--- config.mk ---
export PLATFORM = sky130hd
export DESIGN_NAME = uei_ep_regs
export DESIGN_NICKNAME = d
export VERILOG_FILES = /design/src/inc/uei_pkg.sv /design/src/verilog/uei_ep_regs.sv /design/src/verilog/uei_apb_slave.sv /design/src/verilog/uei_pending.sv
export VERILOG_INCLUDE_DIRS = /design/src /design/src/inc
export SDC_FILE = /design/constraint.sdc
export NUM_CORES = 1
export LEC_CHECK = 0
export BUFFER_PORTS_ARGS = -buffer_cell sky130_fd_sc_hd__clkbuf_2
export CORE_UTILIZATION = 42
export CTS_BUF_LIST = sky130_fd_sc_hd__clkbuf_16
export DETAILED_ROUTE_END_ITERATION = 7
export GPL_TIMING_DRIVEN = 0
export HOLD_SLACK_MARGIN = 0.08
export PLACE_DENSITY = 0.73
export SYNTH_ARGS = -nofsm -noshare
export SYNTH_HDL_FRONTEND = slang
export SYNTH_SLANG_ARGS = --single-unit
--- constraint.sdc ---
create_clock -name pclk -period 2.2 [get_ports pclk]
set_input_delay 0.22 -clock pclk [delete_from_list [all_inputs] [get_ports pclk]]
set_output_delay 0.22 -clock pclk [all_outputs]
set_load 0.005 [all_outputs]
--- src/inc/uei_params.svh ---
`ifndef UEI_PARAMS_SVH
`define UEI_PARAMS_SVH

`define UEI_ADDR_CTRL 32'hFFF0604C
`define UEI_ADDR_MASK 32'hFFF06050
`define UEI_ADDR_CLEAR 32'hFFF06054
`define UEI_ADDR_PEND 32'hFFF06058
`define UEI_ADDR_DMA_ADDR 32'hFFF0605C
`define UEI_ADDR_DMA_LEN 32'hFFF06060

`define UEI_NUM_EVENTS 6
`define UEI_BIT_STALL 0
`define UEI_BIT_TOKEN 1
`define UEI_BIT_ALT 2
`define UEI_BIT_DMA 3
`define UEI_BIT_BUSERR 4
`define UEI_BIT_CLRFEAT 5

`define UEI_CTRL_READY_BIT 2
`define UEI_CTRL_THRESH_BIT 4

`define UEI_DMA_LEN_WIDTH 20
`define UEI_RESET_WORD 32'h00000000
`define UEI_THRESH_LOW_BYTES 16
`define UEI_THRESH_HIGH_BYTES 32

`endif

--- src/inc/uei_pkg.sv ---
`include "uei_params.svh"

package uei_pkg;

	// Register selected by an APB address
	typedef enum logic [2:0] {
		UEI_REG_NONE,
		UEI_REG_CTRL,
		UEI_REG_MASK,
		UEI_REG_CLEAR,
		UEI_REG_PEND,
		UEI_REG_DMA_ADDR,
		UEI_REG_DMA_LEN
	} uei_reg_e;

	// Event strobes, one bit per interrupt source
	typedef struct packed {
		logic clear_feature;
		logic sysbus_fault;
		logic dma_done;
		logic alt_setting;
		logic token_rx;
		logic stall;
	} uei_events_s;

	// DMA programming handed to the datapath
	typedef struct packed {
		logic [31:0] dma_start_address;
		logic [`UEI_DMA_LEN_WIDTH-1:0] dma_byte_count;
	} uei_dma_cfg_s;

	// Address decode, used by both phases of the slave
	function automatic uei_reg_e uei_decode(input logic [31:0] addr);
		case (addr)
			`UEI_ADDR_CTRL: uei_decode = UEI_REG_CTRL;
			`UEI_ADDR_MASK: uei_decode = UEI_REG_MASK;
			`UEI_ADDR_CLEAR: uei_decode = UEI_REG_CLEAR;
			`UEI_ADDR_PEND: uei_decode = UEI_REG_PEND;
			`UEI_ADDR_DMA_ADDR: uei_decode = UEI_REG_DMA_ADDR;
			`UEI_ADDR_DMA_LEN: uei_decode = UEI_REG_DMA_LEN;
			default: uei_decode = UEI_REG_NONE;
		endcase
	endfunction

endpackage

--- src/verilog/uei_ep_regs.sv ---
`timescale 1ns/1ps
`include "uei_params.svh"

module uei_ep_regs #(
	parameter int DMA_LEN_W = `UEI_DMA_LEN_WIDTH,
	parameter int FREE_W = 8
) (
	input wire logic pclk,
	input wire logic presetn,
	input wire logic psel,
	input wire logic penable,
	input wire logic pwrite,
	input wire logic [31:0] paddr,
	input wire logic [31:0] pwdata,
	output logic [31:0] prdata,
	output logic pready,
	output logic pslverr,
	input wire uei_pkg::uei_events_s events,
	input wire logic iso_mode,
	input wire logic [FREE_W-1:0] fifo_free_bytes,
	output logic ep_irq,
	output uei_pkg::uei_dma_cfg_s dma_cfg,
	output logic memory_ready_flag,
	output logic dma_start_req
);

	localparam int NEV = `UEI_NUM_EVENTS;
	localparam int CFG_LEN_W = `UEI_DMA_LEN_WIDTH;

	// Parameter sanity, refused at elaboration; length must fit the carrier
	if (DMA_LEN_W < 1 || DMA_LEN_W > CFG_LEN_W) begin : g_bad_len
		$error("DMA length width must be 1..20");
	end
	if (FREE_W < 6 || FREE_W > 16) begin : g_bad_free
		$error("Free space width must be 6..16");
	end

	uei_pkg::uei_reg_e rd_reg;
	uei_pkg::uei_reg_e wr_reg;
	logic wr_en;
	logic [31:0] wr_data;
	logic [31:0] rd_data;
	logic unused_guard;

	logic [NEV-1:0] mask;
	logic [NEV-1:0] next_mask;
	logic [NEV-1:0] pending;
	logic [NEV-1:0] set_ev;
	logic [NEV-1:0] clr_ev;
	logic [31:0] dma_addr;
	logic [31:0] next_dma_addr;
	logic [DMA_LEN_W-1:0] dma_len;
	logic [DMA_LEN_W-1:0] next_dma_len;
	logic ready_bit;
	logic next_ready_bit;
	logic thresh_bit;
	logic next_thresh_bit;
	logic next_ep_irq;
	logic next_dma_start_req;
	logic [FREE_W-1:0] thresh_bytes;

	// APB slave front end
	uei_apb_slave u_apb (
		.pclk(pclk),
		.presetn(presetn),
		.psel(psel),
		.penable(penable),
		.pwrite(pwrite),
		.paddr(paddr),
		.pwdata(pwdata),
		.rd_data(rd_data),
		.rd_reg(rd_reg),
		.wr_en(wr_en),
		.wr_reg(wr_reg),
		.wr_data(wr_data),
		.pready(pready),
		.prdata_unused_guard(unused_guard),
		.prdata(prdata),
		.pslverr(pslverr)
	);

	// Event strobes mapped onto pending bit positions
	always_comb begin
		set_ev = '0;
		set_ev[`UEI_BIT_CLRFEAT] = events.clear_feature;
		set_ev[`UEI_BIT_BUSERR] = events.sysbus_fault;
		set_ev[`UEI_BIT_DMA] = events.dma_done;
		set_ev[`UEI_BIT_ALT] = events.alt_setting;
		set_ev[`UEI_BIT_TOKEN] = events.token_rx;
		set_ev[`UEI_BIT_STALL] = events.stall;
	end

	// Clear register: ones clear, zeros leave flags alone
	always_comb begin
		clr_ev = '0;
		if (wr_en && wr_reg == uei_pkg::UEI_REG_CLEAR) begin
			clr_ev = wr_data[NEV-1:0];
		end
	end

	// Sticky pending flags
	uei_pending #(
		.NUM(NEV)
	) u_pending (
		.pclk(pclk),
		.presetn(presetn),
		.set_ev(set_ev),
		.clr_ev(clr_ev),
		.pending(pending)
	);

	// Software-written registers
	always_comb begin
		next_mask = mask;
		next_dma_addr = dma_addr;
		next_dma_len = dma_len;
		next_thresh_bit = thresh_bit;
		next_ready_bit = ready_bit;
		if (events.dma_done) begin
			next_ready_bit = 1'b0;
		end
		if (wr_en) begin
			case (wr_reg)
				uei_pkg::UEI_REG_MASK: begin
					next_mask = wr_data[NEV-1:0];
				end
				uei_pkg::UEI_REG_DMA_ADDR: begin
					next_dma_addr = wr_data;
				end
				uei_pkg::UEI_REG_DMA_LEN: begin
					next_dma_len = wr_data[DMA_LEN_W-1:0];
				end
				uei_pkg::UEI_REG_CTRL: begin
					next_ready_bit = wr_data[`UEI_CTRL_READY_BIT];
					next_thresh_bit = wr_data[`UEI_CTRL_THRESH_BIT];
				end
				default: begin
					next_mask = mask;
				end
			endcase
		end
	end

	always_ff @(posedge pclk or negedge presetn) begin
		if (!presetn) begin
			mask <= '0;
			dma_addr <= `UEI_RESET_WORD;
			dma_len <= '0;
			ready_bit <= 1'b0;
			thresh_bit <= 1'b0;
		end else begin
			mask <= next_mask;
			dma_addr <= next_dma_addr;
			dma_len <= next_dma_len;
			ready_bit <= next_ready_bit;
			thresh_bit <= next_thresh_bit;
		end
	end

	// Read mux; reserved bits read zero, clear register reads zero
	always_comb begin
		rd_data = `UEI_RESET_WORD;
		case (rd_reg)
			uei_pkg::UEI_REG_MASK: begin
				rd_data[NEV-1:0] = mask;
			end
			uei_pkg::UEI_REG_PEND: begin
				rd_data[NEV-1:0] = pending;
			end
			uei_pkg::UEI_REG_DMA_ADDR: begin
				rd_data = dma_addr;
			end
			uei_pkg::UEI_REG_DMA_LEN: begin
				rd_data[DMA_LEN_W-1:0] = dma_len;
			end
			uei_pkg::UEI_REG_CTRL: begin
				rd_data[`UEI_CTRL_READY_BIT] = ready_bit;
				rd_data[`UEI_CTRL_THRESH_BIT] = thresh_bit;
			end
			default: begin
				rd_data = `UEI_RESET_WORD;
			end
		endcase
	end

	// Threshold: bit set selects 16 bytes, clear selects 32
	assign thresh_bytes = thresh_bit ? FREE_W'(`UEI_THRESH_LOW_BYTES)
		: FREE_W'(`UEI_THRESH_HIGH_BYTES);

	// Interrupt and DMA start request
	always_comb begin
		next_ep_irq = |(pending & mask);
		next_dma_start_req = ready_bit && !events.dma_done
			&& (!iso_mode || fifo_free_bytes > thresh_bytes);
	end

	always_ff @(posedge pclk or negedge presetn) begin
		if (!presetn) begin
			ep_irq <= 1'b0;
			dma_start_req <= 1'b0;
			memory_ready_flag <= 1'b0;
			dma_cfg <= '0;
		end else begin
			ep_irq <= next_ep_irq;
			dma_start_req <= next_dma_start_req;
			memory_ready_flag <= next_ready_bit;
			dma_cfg.dma_start_address <= next_dma_addr;
			dma_cfg.dma_byte_count <= CFG_LEN_W'(next_dma_len); // Zero-extends a narrow count
		end
	end

endmodule

--- src/verilog/uei_apb_slave.sv ---
`timescale 1ns/1ps
`include "uei_params.svh"

module uei_apb_slave (
	input wire logic pclk,
	input wire logic presetn,
	input wire logic psel,
	input wire logic penable,
	input wire logic pwrite,
	input wire logic [31:0] paddr,
	input wire logic [31:0] pwdata,
	input wire logic [31:0] rd_data,
	output uei_pkg::uei_reg_e rd_reg,
	output logic wr_en,
	output uei_pkg::uei_reg_e wr_reg,
	output logic [31:0] wr_data,
	output logic pready,
	output logic prdata_unused_guard,
	output logic [31:0] prdata,
	output logic pslverr
);

	logic next_pready;
	logic next_pslverr;
	logic [31:0] next_prdata;
	logic setup;

	// Decode shared by read mux and write strobe
	assign rd_reg = uei_pkg::uei_decode(paddr);
	assign wr_reg = rd_reg;
	assign wr_data = pwdata;
	assign setup = psel && !penable;
	assign prdata_unused_guard = 1'b0;

	// Write lands on the completing access edge only
	assign wr_en = psel && penable && pready && pwrite;

	// Answer one cycle after setup: one access cycle, no waits
	always_comb begin
		next_pready = setup;
		next_pslverr = setup && (rd_reg == uei_pkg::UEI_REG_NONE);
		next_prdata = prdata;
		if (setup) begin
			next_prdata = pwrite ? `UEI_RESET_WORD : rd_data;
		end
	end

	// Answer registers
	always_ff @(posedge pclk or negedge presetn) begin
		if (!presetn) begin
			pready <= 1'b0;
			pslverr <= 1'b0;
			prdata <= `UEI_RESET_WORD;
		end else begin
			pready <= next_pready;
			pslverr <= next_pslverr;
			prdata <= next_prdata;
		end
	end

endmodule

--- src/verilog/uei_pending.sv ---
`timescale 1ns/1ps

module uei_pending #(
	parameter int NUM = 6
) (
	input wire logic pclk,
	input wire logic presetn,
	input wire logic [NUM-1:0] set_ev,
	input wire logic [NUM-1:0] clr_ev,
	output logic [NUM-1:0] pending
);

	logic [NUM-1:0] next_pending;

	// Flag count refused at elaboration when empty
	if (NUM < 1) begin : g_bad_num
		$error("uei_pending needs at least one flag");
	end

	// Per-flag sticky bit, event beats a same-cycle clear
	for (genvar i = 0; i < NUM; i++) begin : g_flag
		assign next_pending[i] = set_ev[i] | (pending[i] & ~clr_ev[i]);
	end

	// Flag registers, zero at reset
	always_ff @(posedge pclk or negedge presetn) begin
		if (!presetn) begin
			pending <= '0;
		end else begin
			pending <= next_pending;
		end
	end

endmodule

==> Word level (Yosys, flattened, before mapping) <==
Index checks and enable logic that the tools add are counted.
{ "totals": {"reg_bits": 102, "wordCells": 75} }
{ "classes": {"order_cmp": 1, "n_eq_ne": 12, "muxes": 14, "bitwise": 19, "n_reduce_logical": 18} }
{ "op_table": {"columns": ["op", "count"], "rows": [
  ["== test 32 bit, second input constant", 6],
  ["two-way mux 32 bit", 1],
  ["one-hot mux 14 bit (2 select lines)", 1],
  ["one-hot mux 3 bit (6 select lines)", 1],
  ["two-way mux 12 bit", 1],
  ["two-way mux 6 bit", 2],
  ["one-hot mux 1 bit (5 select lines)", 2],
  ["== test 3 bit, second input constant", 3],
  ["greater-than comparator 8 x 6 -> 1 bit", 1],
  ["logical AND 1 bit", 8],
  ["one-hot mux 1 bit (4 select lines)", 2],
  ["one-hot mux 2 bit (4 select lines)", 1],
  ["AND reduction 2 bit", 4],
  ["AND 1 bit", 6],
  ["AND 6 bit", 1],
  ["== test 3 x 2 -> 1 bit, second input constant", 2],
  ["NOT 1 bit", 6],
  ["bitwise OR 1 bit", 6],
  ["OR reduction 6 bit", 1],
  ["== test 3 x 1 -> 1 bit, second input constant", 1],
  ["zero test 1 bit", 3],
  ["zero test 3 bit", 1],
  ["two-way mux 1 bit", 3],
  ["logical OR 1 bit", 1]
]} }

==> Logic depth before layout (Yosys ltp) <==
Gate-level depths: netlist of run 1.
{ "depth": {"word_depth": 8, "ltp_mapped": 6} }

==> Modules after synthesis <==
From an unflattened synthesis of run 1, not the netlist that was laid out.
{ "unflattened": {"cells_unflattened": 438, "area_unflattened_um2": 4987.3} }
{ "modules_own_cells": {"columns": ["module", "instances", "cells_each", "area_per_inst_um2", "seq_area_each_um2"], "rows": [
  ["uei_ep_regs", 1, 218, 2944.1, 1551.5],
  ["uei_apb_slave", 1, 202, 1825.5, 850.8],
  ["uei_pending", 1, 18, 217.7, 150.1]
]} }

==> Worst setup path after synthesis of run 1 <==
Ideal clock, no wire load.
{ "synth_path": {"path_kind": "input-to-reg", "start": "input port paddr[9]", "end": "register dma_cfg[27] in the netlist's numbering", "setup_time_ns": 0.125, "t_arrival_ns": 1.896, "t_required_ns": 2.075, "path_slack_ns": 0.179, "cell_stages": 5, "path_buffers": 1, "path_cell_list": "or4_4 > nor4_4 > nand4_4 > clkbuf_8 > mux2_4"} }
{ "synth_via": {"elab_chain_len": 4, "elab_cells_between_ends": 9, "cone_classes": "eq/ne (7); mux (1); reduce/logical (1)"} }
{ "synth_rtl": {"columns": ["item", "line", "source"], "rows": [
  ["from (decl)", "uei_ep_regs.sv:13", "input wire logic [31:0] paddr,"],
  ["== test 32 bit", "uei_pkg.sv:34", "case (addr)"],
  ["one-hot mux 3 bit (6 select lines) (*)", "uei_pkg.sv:34", null],
  ["== test 3 bit (*)", "uei_ep_regs.sv:123", "case (wr_reg)"],
  ["AND reduction 2 bit (no source line) (*)", null, null],
  ["to (decl)", "uei_ep_regs.sv:22", "output uei_pkg::uei_dma_cfg_s dma_cfg,"]
]} }
Mark *: on every way between the ends. The rest lies on a longest branch, timed or not.
A chain may end at the register's enable or synchronous reset.

==> Final worst setup path of run 1 <==
{ "layout_path": {"start": "input port paddr[9]", "end": "register mask[2]"} }
{ "layout_via": {"elab_chain_len": 4, "elab_cells_between_ends": 9, "cone_classes": "eq/ne (7); mux (1); reduce/logical (1)"} }
{ "layout_rtl": {"columns": ["item", "line", "source"], "rows": [
  ["== test 32 bit", "uei_pkg.sv:34", null],
  ["one-hot mux 3 bit (6 select lines) (*)", "uei_pkg.sv:34", null],
  ["== test 3 x 2 -> 1 bit (*)", "uei_ep_regs.sv:123", null],
  ["AND reduction 2 bit (no source line) (*)", null, null],
  ["to (signal assigned)", "uei_ep_regs.sv:152", "mask <= next_mask;"],
  ["to (decl)", "uei_ep_regs.sv:45", "logic [NEV-1:0] mask;"]
]} }
Marked as above.

==> flow_metrics.py, run 1 <==
metrics = {
    "outcome": {
        "status": "completed",
    },
    "floorplanning": {
        "num_rows": 37,
        "ioPinCount": 173,
        "die_area_um2": 11000,
        "core_um2": 10300,
        "start_util": 0.432,
        "die_x_um": 105,
        "die_h_um": 105,
    },
    "synth": {
        "async_flop_share": 1.00,
        "synth_nets": 427,
        "yosys_register_bits": 102,
        "ys_types": 40,
        "syn-mean-instance-area_um2": 13.1,
        "netlist_area_um2": 4460,
        "synthFlopType": "dfrtp_1",
        "yosysSeqAreaShare": 0.572,
        "synth_edf_count": 0,
        "syn_inst": 341,
        "ys_warn_count": 0,
    },
    "critical_path": {
        "worst-r2r-cell-count": 5,
        "max_stage_delay_ps": 530,
        "r2r_end": "dma_cfg[27]",
        "crit_arrival_ps": 2280,
        "cp_slowest_cell": "or4_4",
        "crit_chain": "clkbuf_2 > or4_4 > nor4_4 > nand4_1 > mux2_2",
        "crit_type": "in2reg",
        "critPathMaxFanout": 10,
        "r2r_slack_ps": 430,
        "start_kind": "input pin",
        "endpoint_kind": "flip-flop",
        "cp_data_required_time_ps": 2420,
        "r2r-start": "u_apb.pready",
    },
    "clock_network": {
        "cts_setup_buffers": 0,
        "clockBufferDepth": 2,
        "clock_latency_ps": 340,
        "ctsHtreeMaxLevel": 3,
        "cts_made_buffers": 9,
        "clkTransAtPathRegs_ps": 70,
        "cts_sinks": 102,
        "root_buffer": "clkbuf_16",
        "cts_tree": "done",
    },
    "final_layout": {
        "fin_cells": 666,
        "fin_util": 0.565,
        "final_common_cell": "clkbuf_2",
        "fill_cells": 876,
        "num_antenna_cells": 0,
        "layout_common_cells": "169 x clkbuf_2, 102 x dfrtp_1, 63 x mux2_2",
        "syn_to_final_growth_pct": 30.7,
        "seq_area_um2": 2550,
        "fin_nets": 611,
        "multiInputGateArea_um2": 1790,
        "drive_gt1_frac": 0.502,
    },
    "worst_hold_path": {
        "whs_path_depth": 2,
        "hold_end": "dma_cfg[50]",
        "min_from": "pwdata[30]",
        "hp-class": "in2reg",
    },
    "power_and_ir_drop": {
        "p_int_mw": 2.76,
        "power.density_nw_per_um2": 625,
        "p_comb_frac": 0.060,
        "p_sw_uw": 883,
        "power.leakage_nw": 3.06,
        "swShare": 0.242,
        "clkPwrFrac": 0.426,
        "power_frac_seq": 0.514,
        "ir_drop_mv": 0.368,
    },
    "run": {
        "max_cap_violations": 0,
    },
    "route": {
        "viasPerCell": 5.36,
        "vias": 3567,
        "initialDrtViolationCount": 225,
        "wl_um": 11700,
        "wire_per_inst_um": 17.5,
        "drtPass1Iterations": 4,
        "drc_errors": 0,
        "postRouteAntennaNets": 0,
    },
    "sta": {
        "max_freq_mhz": 486,
        "timing.final.crit_share": 0.935,
        "slew_headroom": 0.285,
        "finalSetupViolCount": 0,
        "tightest_slew_ps": 1060,
        "hold_viol": 0,
        "skew_ps": 6.89,
        "slew_violations": 0,
        "rsz0062_at_grt": "no",
        "fin_crit_ps": 2060,
    },
    "grt": {
        "antenna_found_initial": 0,
        "overflow": 0,
        "grt_usage": 0.216,
        "grt_pass1_vias": 3531,
        "grt_max_degree": 68,
        "grt_pass1_wl_um": 18300,
    },
    "placed_design": {
        "gp_congestion": 0.809,
        "dpl.cell_count": 648,
        "io_buffers": 170,
        "dp_hpwl_um": 8620,
    },
}
## power groups by stage
stage / combinational (mW) / clock, mW / sequential [mW]
6_report: 0.217 / 1.55 / 1.88
3_3_place_gp: 0.201 / 0 / 1.91
3_5_place_dp: 0.214 / 0 / 1.91
4_1_cts: 0.219 / 1.59 / 1.88
2_1_floorplan: 0.0645 / 0 / 1.91
5_1_grt: 0.242 / 1.67 / 1.88
## sequential cells by signal, indices dropped and copies added, names as in the netlist
signal and flops:
dma_cfg 52, u_apb.prdata 32, thresh_bit 1, dma_start_req 1, u_apb.pslverr 1, memory_ready_flag 1
u_apb.pready 1, u_pending.pending 6, ep_irq 1, mask 6
## worst max path at each step
stage          startpoint          endpoint  slack (ps)
4_1_cts          paddr[9]  u_apb.prdata[16]          90
5_1_grt          paddr[9]  u_apb.prdata[16]          30
6_report         paddr[9]           mask[2]         140
3_3_place_gp      presetn       dma_cfg[46]        -370
3_5_place_dp     paddr[9]           mask[5]        -250
2_1_floorplan    paddr[9]       dma_cfg[27]         180
## cells in the mapped netlist, drive strengths merged (2+ instances only)
cell type / n / share of area
dfrtp: 102 / 0.57
mux2: 65 / 0.17
nand2: 21 / 0.018
o21ai: 21 / 0.024
a22oi: 19 / 0.032
a22o: 16 / 0.031
clkbuf: 16 / 0.020
nand2b: 9 / 0.013
nand4: 8 / 0.016
a32oi: 6 / 0.012
nor2: 6 / 0.0050
o32a: 6 / 0.013
nand3: 5 / 0.0056
inv: 4 / 0.0034
nor2b: 4 / 0.0056
nor3: 4 / 0.0045
nor4b: 4 / 0.0092
buf: 3 / 0.0062
nor4: 3 / 0.0076
a21oi: 2 / 0.0022
a31oi: 2 / 0.0028
ha: 2 / 0.0056
o2111ai: 2 / 0.0039
o22a: 2 / 0.0039
## worst max-delay path, delay by kind of cell
family                 cells  cell delay, ps
and+or+nand+nor            3            1550
muxes                      1             420
buffers and inverters      1              80
## layout make-up
type,count,share of cell area
Buffer,19,0.0202
Clock buffer,9,0.0386
Clock inverter,7,0.0114
Inverter,4,0.00257
Multi-Input combinational cell,216,0.306
Sequential cell,102,0.437
Tap cell,136,0.0292
Timing Repair Buffer,173,0.154
## per-stage QoR
step	total power, mW	worst slack [ps]	instance area, µm²	setup TNS, ps	hold slack (ps)
floorplan	1.98	179	4460	0	-75.6
global placement	2.11	-375	5490	-49170	409
detailed placement	2.13	-250	5520	-11680	254
CTS	3.68	90.9	5830	0	99.5
global route	3.79	33.1	5840	0	103
finish	3.65	144	5840	0	113
## what timing repair did
action                                  in CTS  in global routing
gates resized for setup                      0                  1
hold endpoints to repair                    36                  0
hold buffers                                 2                  0
endpoints found under the setup margin       0                  8
## layer usage
metal	vias up	share of wire	GRT usage	wire, µm
met4	0	0.022	0.0946	259
met2	134	0.49	0.349	5770
met3	18	0.045	0.0318	525
met1	1763	0.44	0.289	5120
li1	1652	-	-	-
met5	-	0	0	0
## cell families after synthesis
logic type | share of synthesized area
AOI/OAI and AO/OA | 0.127
adders and majority gates | 0.00560
buffers and inverters | 0.0297
DFF | 0.572
muxes | 0.168
and+or+nand+nor | 0.0984
No activity file was read; power rests on OpenSTA's default activity.
==> inputs of run 2 (changes only) <==
--- a/config.mk
+++ b/config.mk
@@ -12,7 +12,7 @@
 export DETAILED_ROUTE_END_ITERATION = 7
 export GPL_TIMING_DRIVEN = 0
 export HOLD_SLACK_MARGIN = 0.08
-export PLACE_DENSITY = 0.73
+export PLACE_DENSITY = 0.69
 export SYNTH_ARGS = -nofsm -noshare
 export SYNTH_HDL_FRONTEND = slang
 export SYNTH_SLANG_ARGS = --single-unit
==> constraint.sdc (replaced) <==
create_clock -name pclk -period 1.9 [get_ports pclk]
set_input_delay 0.19 -clock pclk [delete_from_list [all_inputs] [get_ports pclk]]
set_output_delay 0.19 -clock pclk [all_outputs]
set_load 0.005 [all_outputs]
==> run 2 against run 1 <==
Net effect: largest cell class unchanged; worst setup slack better by 12 ps; total power grew 16%; critical path type unchanged; largest power group unchanged; critical path depth up 2; global-route usage is 0.82 points higher.
==> flow_metrics.py, run 2 (synthesis results as in run 1) <==
metrics = {
    "sta": {
        "post-route-worst-setup-slack_ps": 155,
        "holdWs_ps": 85.9,
        "tightest_slew_ps": 883,
        "timing.final.crit_share": 0.918,
        "hold_viol": 0,
        "max_freq_mhz": 573,
        "skew_ps": 8.77,
        "slew_headroom": 0.411,
        "slew_violations": 0,
        "finalSetupViolCount": 0,
        "fin_crit_ps": 1740,
        "rsz0062_at_grt": "no",
        "finalSetupTns_ps": 0,
    },
    "floorplanning": {
        "num_rows": 37,
        "core_um2": 10300,
        "ioPinCount": 173,
        "start_util": 0.432,
        "die_x_um": 105,
        "die_area_um2": 11000,
        "die_h_um": 105,
    },
    "placed_design": {
        "gp_congestion": 0.776,
        "dp_hpwl_um": 8630,
        "io_buffers": 170,
        "dpl.cell_count": 648,
        "place_ws_ps": -489,
        "placed_area_um2": 5510,
    },
    "route": {
        "postRouteAntennaNets": 0,
        "wire_per_inst_um": 17.5,
        "vias": 3654,
        "initialDrtViolationCount": 160,
        "drtPass1Iterations": 5,
        "wl_um": 12000,
        "viasPerCell": 5.33,
        "drc_errors": 0,
    },
    "grt": {
        "antenna_found_initial": 0,
        "grt_pass1_vias": 3762,
        "grt_usage": 0.224,
        "overflow": 0,
        "grt_max_degree": 64,
        "grt_pass1_wl_um": 19000,
    },
    "final_layout": {
        "final_common_cell": "clkbuf_2",
        "syn_to_final_growth_pct": 34.8,
        "fill_cells": 899,
        "fin_area_um2": 6020,
        "top_register": "dma_cfg",
        "largest_reg_flops": 52,
        "num_antenna_cells": 0,
        "seq_area_um2": 2550,
        "drive_gt1_frac": 0.498,
        "fin_util": 0.583,
        "layout_common_cells": "170 x clkbuf_2, 102 x dfrtp_1, 63 x mux2_2",
        "fin_cells": 686,
        "reg.largest.list": "dma_cfg (52), u_apb.prdata (32)",
        "fin_nets": 631,
        "multiInputGateArea_um2": 1790,
    },
    "clock_network": {
        "cts_sinks": 102,
        "clock_latency_ps": 350,
        "root_buffer": "clkbuf_16",
        "clkTransAtPathRegs_ps": 80,
        "cts_tree": "done",
        "clockBufferDepth": 2,
        "ctsHtreeMaxLevel": 3,
        "cts_made_buffers": 9,
    },
    "power_and_ir_drop": {
        "power_mw": 4.22,
        "ir_drop_mv": 0.406,
        "power.density_nw_per_um2": 701,
        "power.leakage_nw": 3.15,
    },
    "critical_path": {
        "worst-r2r-cell-count": 5,
        "cp_slowest_cell": "or4_4",
        "r2r_end": "dma_cfg[27]",
        "r2r_slack_ps": 160,
        "crit_chain": "clkbuf_2 > or4_4 > nor4_4 > buf_4 > nand4_4 > clkbuf_8 > mux2_4",
        "max_stage_delay_ps": 540,
        "crit_type": "in2reg",
        "critPathMaxFanout": 10,
        "start_kind": "input pin",
        "crit_arrival_ps": 1970,
        "cp_data_required_time_ps": 2130,
        "endpoint_kind": "flip-flop",
        "r2r-start": "u_apb.pready",
    },
    "worst_hold_path": {
        "whs_path_depth": 2,
        "hold_end": "dma_cfg[15]",
        "hp-class": "in2reg",
        "min_from": "pwdata[15]",
    },
    "outcome": {
        "status": "completed",
    },
    "run": {
        "max_cap_violations": 0,
    },
}
-- run 2: worst max path at each step --
| stage | start | endpoint | slack, ps | depth (start not counted) |
|---|---|---|---|---|
| after floorplan | paddr[9] | dma_cfg[27] | -10 | 5 |
| after global placement | presetn | dma_cfg[1] | -670 | 1 |
| after detailed placement | paddr[5] | u_apb.pslverr | -490 | 5 |
| after CTS | paddr[5] | u_apb.pslverr | 160 | 5 |
| after global routing | paddr[7] | u_apb.prdata[17] | 80 | 6 |
| final | paddr[9] | dma_cfg[27] | 160 | 7 |
-- run 2: worst max-delay path: cells and delay by family --
family        cells  cell delay (ps)
buf+inv           3              540
simple gates      3              930
mux               1              310
-- run 2: timing repair --
| action | CTS | global route |
|---|---|---|
| setup buffers | 3 | 3 |
| hold buffers | 17 | 0 |
| resized for setup | 2 | 2 |
| endpoints found under the hold margin | 81 | 0 |
| endpoints found under the setup margin | 39 | 1 |
| pin swaps | 2 | 0 |
-- run 2: per-layer routing --
layer / track usage / share of wire / vias up
li1: - / - / 1694
met1: 0.283 / 0.42 / 1812
met2: 0.383 / 0.50 / 132
met3: 0.0312 / 0.050 / 16
met4: 0.0976 / 0.021 / 0
met5: 0 / 0 / -
-- run 2: cell type report --
class                      instances  area share
sequential                       102       0.424
multi-input combinational        216       0.298
timing repair buffer             194       0.181
clock buffer                       9      0.0374
tap                              136      0.0283
buffer                            18      0.0191
clock inverter                     7     0.00936
inverter                           4     0.00250
-- run 2: power breakdown --
| group | switching, mW | internal [mW] | total, mW |
|---|---|---|---|
| registers | 0.000729 | 2.17 | 2.17 |
| logic | 0.154 | 0.126 | 0.281 |
| clock network | 0.860 | 0.908 | 1.77 |
